## config.mk

```make
export PLATFORM = sky130hd
export DESIGN_NAME = ioxp_expander
export DESIGN_NICKNAME = d
export VERILOG_FILES = /design/src/rtl/ioxp_pkg.sv /design/src/rtl/ioxp_line_if.sv /design/src/rtl/ioxp_expander.sv /design/src/rtl/ioxp_line_filter.sv
export VERILOG_INCLUDE_DIRS = /design/src /design/src/rtl
export SDC_FILE = /design/constraint.sdc
export NUM_CORES = 1
export LEC_CHECK = 0
export BUFFER_PORTS_ARGS = -buffer_cell sky130_fd_sc_hd__buf_2
export CORE_UTILIZATION = 43
export CTS_BUF_LIST = sky130_fd_sc_hd__clkbuf_8
export DETAILED_ROUTE_END_ITERATION = 6
export HOLD_SLACK_MARGIN = 0.06
export PLACE_DENSITY = 0.63
export SYNTH_ARGS = -nofsm -noshare
export SYNTH_HDL_FRONTEND = slang
export SYNTH_SLANG_ARGS = --single-unit
```

## constraint.sdc

```tcl
create_clock -name REF_CLK -period 2.9 [get_ports REF_CLK]
set_input_delay 0.435 -clock REF_CLK [delete_from_list [all_inputs] [get_ports REF_CLK]]
set_output_delay 0.435 -clock REF_CLK [all_outputs]
set_load 0.01 [all_outputs]
```

## src/rtl/ioxp_defs.svh

```systemverilog
// Constants for the sixteen-pin serial I/O expander
`ifndef IOXP_DEFS_SVH
`define IOXP_DEFS_SVH
`define IOXP_NPINS       16
`define IOXP_BANK_W      8
`define IOXP_GRP_IN      2'h0
`define IOXP_GRP_OUT     2'h1
`define IOXP_GRP_POL     2'h2
`define IOXP_GRP_CFG     2'h3
`define IOXP_OUT_RST     16'hffff
`define IOXP_POL_RST     16'h0000
`define IOXP_CFG_RST     16'hffff
`define IOXP_SNAP_RST    16'h0000
`define IOXP_BASE_ADDR   6'h10
`define IOXP_CLK_NS      40
`define IOXP_FILT_NS     50
`define IOXP_FILT_CYC    ((`IOXP_FILT_NS + `IOXP_CLK_NS - 1) / `IOXP_CLK_NS)
`define IOXP_SCL_MAX_KHZ 400
`endif

```

## src/rtl/ioxp_pkg.sv

```systemverilog
// Types shared by the expander modules
`include "ioxp_defs.svh"
package ioxp_pkg;
   typedef logic [`IOXP_NPINS-1:0] ioxp_pins_type;
   typedef enum logic [3:0] {
      ST_IDLE = 4'h0,
      ST_ADDR = 4'h1,
      ST_AACK = 4'h3,
      ST_CMD  = 4'h2,
      ST_CACK = 4'h6,
      ST_WDAT = 4'h7,
      ST_WACK = 4'h5,
      ST_RDAT = 4'h4,
      ST_RACK = 4'hc
   } ioxp_state_type;
endpackage : ioxp_pkg

```

## src/rtl/ioxp_line_if.sv

```systemverilog
// Filtered serial line events passed from the filter to the slave core
`timescale 1ns/1ps
interface ioxp_line_if;
   logic sda_lvl;
   logic scl_rise;
   logic scl_fall;
   logic start;
   logic stop;
   modport filt (output sda_lvl, output scl_rise, output scl_fall, output start, output stop);
   modport core (input sda_lvl, input scl_rise, input scl_fall, input start, input stop);
endinterface : ioxp_line_if

```

## src/rtl/ioxp_expander.sv

```systemverilog
// Sixteen-pin serial-bus I/O expander, device side
// Notes on behaviour
// - Sixteen pins in two byte banks, each with direction, input, output, polarity.
// - After reset every pin is an input with its driver off.
// - Master writes direction bits; each pin then follows its direction bit.
// - Input register holds pin values; output register holds driven values.
// - Set polarity bit reports that pin inverted in the input register.
// - Every register reads back its present contents over the bus.
// - Reset returns all registers to defaults and restarts the slave machine.
// - Low reset input performs the same initialisation as power-on.
// - Alert asserts while any input pin differs from the value last read from its bank.
// - Alert output is open drain, active low, released otherwise.
// - One strap pin supplies the lowest slave address bit.
// - Slave works at bus clocks up to fast-mode rate.
// - Short glitches on clock and data lines are filtered out.
`timescale 1ns/1ps
`include "ioxp_defs.svh"
module ioxp_expander #(
   parameter logic [5:0] BASE_ADDR = `IOXP_BASE_ADDR,
   parameter int         FILT_CYC  = `IOXP_FILT_CYC
) (
   input  wire logic              REF_CLK,
   input  wire logic              RST_B,
   input  wire logic              SCL,
   input  wire logic              SDA_IN,
   output logic                   SDA_OUT,
   output logic                   SDA_OE,
   input  wire logic              ADDR_SEL,
   input  wire ioxp_pkg::ioxp_pins_type P_IN,
   output ioxp_pkg::ioxp_pins_type P_OUT,
   output ioxp_pkg::ioxp_pins_type P_OE,
   output logic                   ALERT_OUT,
   output logic                   ALERT_OE
);
   import ioxp_pkg::*;

   ioxp_line_if line ();

   // Sync and filter delay put each SDA answer about six clocks after SCL falls;
   // a master whose SCL low phase is shorter would see SDA move while SCL is high
   ioxp_line_filter #(
      .FILT_CYC (FILT_CYC)
   ) u_filt (
      .clk     (REF_CLK),
      .rst_b   (RST_B),
      .scl_pin (SCL),
      .sda_pin (SDA_IN),
      .line    (line.filt)
   );

   ioxp_state_type state_reg;
   ioxp_state_type state_next;
   ioxp_pins_type  pin_meta_reg;
   ioxp_pins_type  pin_sync_reg;
   ioxp_pins_type  out_reg;
   ioxp_pins_type  out_next;
   ioxp_pins_type  pol_reg;
   ioxp_pins_type  pol_next;
   ioxp_pins_type  cfg_reg;
   ioxp_pins_type  cfg_next;
   ioxp_pins_type  snap_reg;
   ioxp_pins_type  snap_next;
   logic           addr_meta_reg;
   logic           addr_sync_reg;
   logic           init_reg;
   logic [3:0]     bit_cnt_reg;
   logic [3:0]     bit_cnt_next;
   logic [7:0]     shift_reg;
   logic [7:0]     shift_next;
   logic [7:0]     tx_reg;
   logic [7:0]     tx_next;
   logic [2:0]     ptr_reg;
   logic [2:0]     ptr_next;
   logic           rw_reg;
   logic           rw_next;
   logic           nack_reg;
   logic           nack_next;
   logic           sda_low_reg;
   logic           sda_low_next;
   logic           alert_reg;
   logic           wr_en;
   logic           load_tx;

   // Decode and selection
   wire ioxp_pins_type live_in  = pin_sync_reg ^ pol_reg;
   wire [6:0]          own_addr = {BASE_ADDR, addr_sync_reg};
   wire                addr_hit = shift_reg[7:1] == own_addr;
   wire                bit_done = bit_cnt_reg == 4'h8;
   wire [2:0]          ptr_inc  = {ptr_reg[2:1], ~ptr_reg[0]};
   wire [2:0]          rd_ptr   = (state_reg == ST_RACK) ? ptr_inc : ptr_reg;
   wire                rd_bank  = rd_ptr[0];
   wire                rd_in    = rd_ptr[2:1] == `IOXP_GRP_IN;
   wire ioxp_pins_type rd_word  = (rd_ptr[2:1] == `IOXP_GRP_IN)  ? snap_next_src() :
                                  (rd_ptr[2:1] == `IOXP_GRP_OUT) ? out_reg :
                                  (rd_ptr[2:1] == `IOXP_GRP_POL) ? pol_reg : cfg_reg;
   wire [7:0]          rd_data  = rd_bank ? rd_word[15:8] : rd_word[7:0];
   // Output-direction pins never raise the alert
   wire ioxp_pins_type diff     = (live_in ^ snap_reg) & cfg_reg;
   wire                wr_bank  = ptr_reg[0];

   // Reading an input bank returns the live value, which also becomes the snapshot
   function automatic ioxp_pins_type snap_next_src();
      snap_next_src = live_in;
   endfunction : snap_next_src

   // Serial slave sequencing
   always_comb begin
      state_next   = state_reg;
      bit_cnt_next = bit_cnt_reg;
      shift_next   = shift_reg;
      tx_next      = tx_reg;
      ptr_next     = ptr_reg;
      rw_next      = rw_reg;
      nack_next    = nack_reg;
      sda_low_next = sda_low_reg;
      wr_en        = 1'b0;
      load_tx      = 1'b0;
      if (line.stop) begin
         state_next   = ST_IDLE;
         sda_low_next = 1'b0;
      end else if (line.start) begin
         state_next   = ST_ADDR;
         bit_cnt_next = 4'h0;
         sda_low_next = 1'b0;
      end else begin
         case (state_reg)
            ST_ADDR, ST_CMD, ST_WDAT: begin
               if (line.scl_rise) begin
                  shift_next   = {shift_reg[6:0], line.sda_lvl};
                  bit_cnt_next = bit_cnt_reg + 4'h1;
               end else if (line.scl_fall && bit_done) begin
                  bit_cnt_next = 4'h0;
                  if (state_reg == ST_ADDR) begin
                     if (addr_hit) begin
                        state_next   = ST_AACK;
                        sda_low_next = 1'b1;
                        rw_next      = shift_reg[0];
                     end else begin
                        state_next = ST_IDLE;
                     end
                  end else if (state_reg == ST_CMD) begin
                     ptr_next     = shift_reg[2:0];
                     state_next   = ST_CACK;
                     sda_low_next = 1'b1;
                  end else begin
                     wr_en        = 1'b1;
                     state_next   = ST_WACK;
                     sda_low_next = 1'b1;
                  end
               end
            end
            ST_AACK, ST_CACK, ST_WACK: begin
               if (line.scl_fall) begin
                  sda_low_next = 1'b0;
                  if (state_reg == ST_CACK) begin
                     state_next = ST_WDAT;
                  end else if (state_reg == ST_WACK) begin
                     state_next = ST_WDAT;
                     ptr_next   = ptr_inc;
                  end else if (rw_reg) begin
                     state_next   = ST_RDAT;
                     load_tx      = 1'b1;
                     tx_next      = rd_data;
                     sda_low_next = ~rd_data[7];
                  end else begin
                     state_next = ST_CMD;
                  end
               end
            end
            ST_RDAT: begin
               if (line.scl_rise) begin
                  bit_cnt_next = bit_cnt_reg + 4'h1;
               end else if (line.scl_fall) begin
                  if (bit_done) begin
                     bit_cnt_next = 4'h0;
                     sda_low_next = 1'b0;
                     state_next   = ST_RACK;
                  end else begin
                     tx_next      = {tx_reg[6:0], 1'b0};
                     sda_low_next = ~tx_reg[6];
                  end
               end
            end
            ST_RACK: begin
               if (line.scl_rise) begin
                  nack_next = line.sda_lvl;
               end else if (line.scl_fall) begin
                  if (nack_reg) begin
                     state_next = ST_IDLE;
                  end else begin
                     ptr_next     = rd_ptr;
                     state_next   = ST_RDAT;
                     load_tx      = 1'b1;
                     tx_next      = rd_data;
                     sda_low_next = ~rd_data[7];
                  end
               end
            end
            ST_IDLE: begin
               sda_low_next = 1'b0;
            end
            default: begin
               state_next   = ST_IDLE;
               sda_low_next = 1'b0;
            end
         endcase
      end
   end

   // Register writes and input snapshot
   always_comb begin
      out_next  = out_reg;
      pol_next  = pol_reg;
      cfg_next  = cfg_reg;
      snap_next = snap_reg;
      if (wr_en) begin
         case (ptr_reg[2:1])
            `IOXP_GRP_OUT: out_next[wr_bank*8 +: 8] = shift_reg;
            `IOXP_GRP_POL: pol_next[wr_bank*8 +: 8] = shift_reg;
            `IOXP_GRP_CFG: cfg_next[wr_bank*8 +: 8] = shift_reg;
            default: begin
               out_next = out_reg;
            end
         endcase
      end
      // First cycle after reset adopts the pins so no alert comes from power-up
      if (!init_reg) begin
         snap_next = live_in;
      end else if (load_tx && rd_in) begin
         snap_next[rd_bank*8 +: 8] = live_in[rd_bank*8 +: 8];
      end
   end

   // Slave machine state; reset also restarts it
   always_ff @(posedge REF_CLK) begin
      if (!RST_B) begin
         state_reg   <= ST_IDLE;
         bit_cnt_reg <= 4'h0;
         shift_reg   <= 8'h00;
         tx_reg      <= 8'h00;
         ptr_reg     <= 3'h0;
         rw_reg      <= 1'b0;
         nack_reg    <= 1'b1;
         sda_low_reg <= 1'b0;
      end else begin
         state_reg   <= state_next;
         bit_cnt_reg <= bit_cnt_next;
         shift_reg   <= shift_next;
         tx_reg      <= tx_next;
         ptr_reg     <= ptr_next;
         rw_reg      <= rw_next;
         nack_reg    <= nack_next;
         sda_low_reg <= sda_low_next;
      end
   end

   // Port registers, defaults while RST_B is low
   always_ff @(posedge REF_CLK) begin
      if (!RST_B) begin
         out_reg  <= `IOXP_OUT_RST;
         pol_reg  <= `IOXP_POL_RST;
         cfg_reg  <= `IOXP_CFG_RST;
         snap_reg <= `IOXP_SNAP_RST;
         init_reg <= 1'b0;
      end else begin
         out_reg  <= out_next;
         pol_reg  <= pol_next;
         cfg_reg  <= cfg_next;
         snap_reg <= snap_next;
         init_reg <= 1'b1;
      end
   end

   // Pins and strap cross in from outside
   // Not reset: the first snapshot after release needs real pin levels
   always_ff @(posedge REF_CLK) begin
      pin_meta_reg  <= P_IN;
      pin_sync_reg  <= pin_meta_reg;
      addr_meta_reg <= ADDR_SEL;
      addr_sync_reg <= addr_meta_reg;
   end

   // Alert raised one cycle after a difference shows
   always_ff @(posedge REF_CLK) begin
      if (!RST_B) begin
         alert_reg <= 1'b0;
      end else begin
         alert_reg <= init_reg && (|diff);
      end
   end

   // Outputs: a zero bit in direction enables that pin's driver
   assign P_OUT     = out_reg;
   assign P_OE      = ~cfg_reg;
   assign SDA_OUT   = 1'b0;
   assign SDA_OE    = sda_low_reg;
   assign ALERT_OUT = 1'b0;
   assign ALERT_OE  = alert_reg;
endmodule : ioxp_expander

```

## src/rtl/ioxp_line_filter.sv

```systemverilog
// Synchroniser, glitch filter and edge/condition detection for the serial lines
`timescale 1ns/1ps
`include "ioxp_defs.svh"
module ioxp_line_filter #(
   parameter int FILT_CYC = `IOXP_FILT_CYC
) (
   input  wire logic  clk,
   input  wire logic  rst_b,
   input  wire logic  scl_pin,
   input  wire logic  sda_pin,
   ioxp_line_if.filt  line
);
   localparam logic [3:0] FILT_C = 4'(FILT_CYC);

   wire  [1:0] raw = {sda_pin, scl_pin};
   wire  [1:0] filt;
   logic       scl_prev_reg;
   logic       sda_prev_reg;

   genvar i;
   generate
      for (i = 0; i < 2; i++) begin : g_line
         logic       meta_reg;
         logic       sync_reg;
         logic       lvl_reg;
         logic [3:0] cnt_reg;
         // Level must hold FILT_CYC+1 samples before it is believed
         always_ff @(posedge clk) begin
            if (!rst_b) begin
               meta_reg <= 1'b1;
               sync_reg <= 1'b1;
               lvl_reg  <= 1'b1;
               cnt_reg  <= 4'h0;
            end else begin
               meta_reg <= raw[i];
               sync_reg <= meta_reg;
               if (sync_reg == lvl_reg) begin
                  cnt_reg <= 4'h0;
               end else if (cnt_reg == FILT_C) begin
                  lvl_reg <= sync_reg;
                  cnt_reg <= 4'h0;
               end else begin
                  cnt_reg <= cnt_reg + 4'h1;
               end
            end
         end
         assign filt[i] = lvl_reg;
      end
   endgenerate

   always_ff @(posedge clk) begin
      if (!rst_b) begin
         scl_prev_reg <= 1'b1;
         sda_prev_reg <= 1'b1;
      end else begin
         scl_prev_reg <= filt[0];
         sda_prev_reg <= filt[1];
      end
   end

   assign line.sda_lvl  = filt[1];
   assign line.scl_rise = filt[0] & ~scl_prev_reg;
   assign line.scl_fall = ~filt[0] & scl_prev_reg;
   assign line.start    = filt[0] & scl_prev_reg & sda_prev_reg & ~filt[1];
   assign line.stop     = filt[0] & scl_prev_reg & ~sda_prev_reg & filt[1];
endmodule : ioxp_line_filter

```

==> results.md, run 1 <==
* Vias per cell at about 5.4
* Yosys warning count at 0
* Max Cap Viol at 0
* Core area at ~15000 µm²
* Clock Latency Late Sink at ~450 ps
* EDFF count, synth at 0
* DP Area at 7107 µm²
* Syn avg cell area at approximately 9.1 µm²
* Placer Congestion at roughly 0.85
* Unrepaired setup endpoints after global routing: false
* Chip Height at 127.3 µm
* Clk slew on worst S/H paths at roughly 80 ps
* Final setup vio count at 0
* Clock buffer depth at 2
* Slowest CP cell: nor3b_4
* Reg2Reg Setup Slack at 280 ps
* Root buf cell: clkbuf_8
* Leakage at around 3.2 nW
* Seq/Total Area, Yosys at between 40% and 50%
* DR vias at approximately 5500
* Pre-antenna DRT Iters at 5
* Final Skew at roughly 14 ps
* I/O Buffers at 54
* CP max stage delay at just under 600 ps
* Num CTS Buffers at 17
* GRT Overall Usage at approximately 22%
* Status: finished, final reports clean
* Largest net degree at the start of global routing at 96
* Setup TNS at 0 ps
* Post-synthesis instance area at 6750 µm²
* #FFs+latches synth at around 150
* Worst-margin pin slew at 836.0 ps
* Crit share post-route at 90.44%
* DRC viols at 0
* Hold/Removal Path Class: input port to flop
* Synth top area cells: dfxtp_1 (43%), nand2_1 (5.4%), mux2i_1 (5.2%)
* Die X-Extent at approximately 130 µm
* Placement Rows at between 40 and 50
* P per Cell Area at 496.9 nW/µm²
* Layout Area Growth over Synthesis at 12.62%
* Ports at 57
* Crit path required time at roughly 3200 ps
* Crit. End Element: flop
* Post-layout min period at roughly 2600 ps
* Die footprint at about 16000 µm²
* Cell taking the most area after synthesis: dfxtp_1
* Initial Util at between 40 and 50%
* Hold depth at 1
* CTS tree: built
* Antenna violations before repair at 0
* Worst-path fanout max at 16
* Global-route wire length before repair at about 27 mm
* H-tree depth at 4
* DR iter-0 viols at 556
* Final net count at 819
* Worst path cell trace: inv_1 > ha_1 > nor4b_2 > and4_4 > nor3b_4 > o21ai_0
* Final hold viol count at 0
* Diodes inserted at 0
* Post-synthesis cell count at roughly 740
* Async S/R FF share, synth at 0%
* Highest clock rate at 381.3 MHz
* Final slew viol count at 0
* CTS Sinks at 145
* WS Path Type: flop to flop
* Share of layout cells above drive strength 1 at 17.27%
* CP arrival at 2930 ps
* R2R cell count at 6
* WL/cell at about 17 µm
* Maximum vdd ir drop at 0.0003480 V
* Top-count cell post-synth: dfxtp_1
* Post-synth top area share at between 40 and 50%
* Synth top cells by count: dfxtp_1 (145), nand2_1 (97), o21ai_0 (51)
* Post-Route WL at between 15 and 20 mm
* Vias in the first global route at roughly 5200
* Hpwl dp at ~12 mm
* Slew margin rel. at 44.20%
* Total grt overflow at 0
* Post-synth top flop: dfxtp_1
* Unique masters post-synth at just over 70
* Startpoint Class: flop
* Final ANT Viol Nets at 0
* Cell area after layout at around 7600 µm²
==> final cells by class <==
| cell class | instances | area [µm²] |
|---|---|---|
| flip-flops and latches | 145 | 2903 |
| clock inverters | 13 | 140.1 |
| multi-input cells | 509 | 3418 |
| inverters | 35 | 131.4 |
| fillers | 1428 | 7656 |
| repair buffers | 79 | 498.0 |
| clock buffers | 18 | 247.7 |
| well taps | 211 | 264.0 |
==> routing by layer <==
| layer | wire [µm] | GRT usage [%] | up-vias |
|---|---|---|---|
| met5 | 0 | 0 | - |
| li1 | - | - | 2670 |
| met2 | 7725 | 34.39 | 183 |
| met4 | 476 | 9.664 | 0 |
| met3 | 863 | 4.271 | 39 |
| met1 | 8259 | 29.82 | 2599 |
==> kinds of logic (layout without fill, tap and decap cells) <==
group,count (synthesis),count (layout),share of synthesized area [%]
muxes,50,50,9.027
and+or+nand+nor,249,249,18.42
DFF,145,145,43.00
xor gates and xnor gates,43,43,5.579
buffers and inverters,91,145,6.413
adders and majority gates,12,12,2.187
other,1,2,0.05555
AOI/OAI and AO/OA,153,153,15.31
==> final timing paths <==
kind	endpoint	start
worst max-delay path	pol_reg[5]$_SDFFE_PN0P_	u_filt.g_line[0].lvl_reg$_SDFFE_PN1P_
worst min-delay path	pin_meta_reg[9]$_DFF_P_	P_IN[9]
worst max register to register	pol_reg[5]$_SDFFE_PN0P_	u_filt.g_line[0].lvl_reg$_SDFFE_PN1P_
worst min register to register	pin_sync_reg[3]$_DFF_P_	pin_meta_reg[3]$_DFF_P_
==> worst max-delay path, delay by kind of cell (launching register included) <==
family                     cells  cell delay [ps]
DFF                            1              370
adders and majority gates      1              480
and+or+nand+nor                3             1320
AOI/OAI and AO/OA              1              190
buffers and inverters          1              120
==> cells in the final DEF (no fill, tap or decap), types with 10 or more instances in the layout <==
cell type,n
a211oi_1,10
dfxtp_1,145
dlygate4sd3_1,10
a221oi_1,12
buf_4,15
nand2_1,97
clkbuf_8,18
xor2_1,26
nand3_1,45
ha_1,11
mux2i_1,35
nor2_1,41
inv_1,36
o211ai_1,13
buf_2,53
o21ai_0,51
xnor2_1,17
a21oi_1,26
==> report_power, final <==
group	switching [mW]	internal, mW	total (mW)
logic	0.0953	0.0729	0.168
clock network	0.769	0.783	1.55
registers	0.0228	2.03	2.06
total	0.887	2.89	3.78
==> timing repair <==
action | CTS | global route
gates resized for setup | 0 | 0
hold buffers | 6 | 4
endpoints found under the hold margin | 6 | 4
buffers inserted | 0 | 1
setup endpoints to repair | 0 | 5
==> through the flow <==
step           utilization [%]  hold WS, ps  setup WS [ps]  std cells  power (mW)
6_report                 49.82        81.21          277.2       1010       3.778
4_1_cts                  49.51        60.18          200.4       1005       3.799
5_1_grt                  49.82        61.24          48.31       1010       3.910
3_5_place_dp             46.58        312.1          233.6        968       2.259
2_1_floorplan                -        309.6          677.4        745       2.210
3_3_place_gp             46.58        310.0          268.0        968       2.255
(Power assumes the default switching activity.)
==> run 2: changes to the inputs <==
RECOVER_POWER = 100   (was not set)
==> results.md, run 2 (synthesis gave the netlist of run 1 again) <==
* Highest clock rate at about 380 MHz
* Post-layout min period at ~2700 ps
* Clock Latency Late Sink at around 450 ps
* Final setup vio count at 0
* Hold/Removal Path Class: input port to flop
* Crit path required time at 3240 ps
* Area occupied by registers at between 2000 and 3000 µm²
* Setup TNS at 0 ps
* Final net count at ~820
* Power Total at approximately 3.8 mW
* Crit share post-route at between 90% and 100%
* Global-route wire length before repair at around 27 mm
* Diodes inserted at 0
* Largest net degree at the start of global routing at 96
* Clk slew on worst S/H paths at about 80 ps
* Layout Area Growth over Synthesis at 11.03%
* Status: finished, final reports clean
* I/O Buffers at between 50 and 60
* Crit. End Element: flop
* CTS tree: built
* H-tree depth at 4
* Num CTS Buffers at 17
* Unrepaired setup endpoints after global routing: false
* Vias per cell at about 5.5
* CP arrival at 2990 ps
* Worst-margin pin slew at between 1000 and 1500 ps
* Leakage at 3.051 nW
* P per Cell Area at slightly above 500 nW/µm²
* Chip Height at roughly 130 µm
* CP max stage delay at 490 ps
* DP Area at roughly 7000 µm²
* Placer Congestion at about 0.85
* Die X-Extent at 127.3 µm
* Slowest CP cell: nor2b_1
* DRC viols at 0
* Hpwl dp at ~12 mm
* Buf+Inv Stages, Crit Path at 2
* Ports at 57
* Share of layout cells above drive strength 1 at about an eighth
* Startpoint Class: flop
* Antenna violations before repair at 0
* Post-Route WL at about 17 mm
* Final slew viol count at 0
* Multi-input gate area at ~3400 µm²
* DR iter-0 viols at roughly 540
* Slew margin rel. at between 20% and 30%
* Pre-antenna DRT Iters at 5
* WL/cell at roughly 17 µm
* Initial Util at around 44%
* WS Path Type: flop to flop
* Crit path max-delay family: simple AND/OR/NAND/NOR gates
* Most frequent cells in the layout: dfxtp_1 (145), nand2_1 (97), o21ai_0 (52)
* Worst path cell trace: buf_4 > nor2b_1 > and3_1 > o211ai_2 > o41ai_1 > clkbuf_2 > nor2_1 > a211oi_1
* Post-cts repair resize count at 0
* Total grt overflow at 0
* Fillers at 1460
* Vias in the first global route at slightly above 5000
* Worst-path fanout max at 23
* Final Skew at between 15 and 20 ps
* Clock buffer depth at 2
* CTS Sinks at between 100 and 150
* Placement Rows at 45
* Cell area after layout at between 7000 and 8000 µm²
* Die footprint at roughly 16000 µm²
* Final ANT Viol Nets at 0
* Root buf cell: clkbuf_8
* DR vias at around 5500
* Max Cap Viol at 0
* GRT Overall Usage at between 20% and 30%
* Commonest non-fill, non-tap cell in the layout: dfxtp_1
* Maximum vdd ir drop at between 0.0003 and 0.0004 V
* Final hold viol count at 0
* Core area at about 15000 µm²
## run 2: metrics by stage
stage	setup slack, ps	cells	utilization (%)	hold WS, ps
after floorplan	677.4	745	-	309.6
after global placement	268.0	968	46.58	310.0
after detailed placement	233.6	968	46.58	312.1
after CTS	200.4	1005	49.51	60.18
after global routing	37.10	1010	49.12	61.24
final	246.6	1010	49.12	85.92
## run 2: layout make-up
class	instances	area share (%)
Tap cell	211	3.523
Clock inverter	13	1.870
Inverter	35	1.753
Multi-Input combinational cell	509	44.92
Clock buffer	18	3.306
Timing Repair Buffer	79	5.893
Sequential cell	145	38.73
## run 2: timing repair
action	CTS	global route
hold buffers	6	4
setup buffers	0	1
endpoints found under the hold margin	6	4
endpoints found under the setup margin	0	5
## run 2: worst paths after layout
kind                            slack [ps]                      start  cells after the start                  endpoint
worst min register to register         330    pin_meta_reg[3]$_DFF_P_                      0   pin_sync_reg[3]$_DFF_P_
worst min-delay path                    90                    P_IN[9]                      1   pin_meta_reg[9]$_DFF_P_
worst max register to register         250  state_reg[1]$_SDFFE_PP0P_                      8  snap_reg[1]$_SDFFE_PN0P_
worst max-delay path                   250  state_reg[1]$_SDFFE_PP0P_                      8  snap_reg[1]$_SDFFE_PN0P_
## run 2: power by group
part	total, mW	internal [mW]	switching, mW
combinational	0.165	0.0703	0.0945
clock	1.55	0.784	0.766
sequential	2.06	2.03	0.0226
## run 2: routing by layer
layer	global-route usage, %	routed length [µm]	vias up
met3	4.271	804	35
met5	0	0	-
li1	-	-	2673
met1	29.82	8203	2640
met4	9.664	443	0
met2	34.39	7808	169
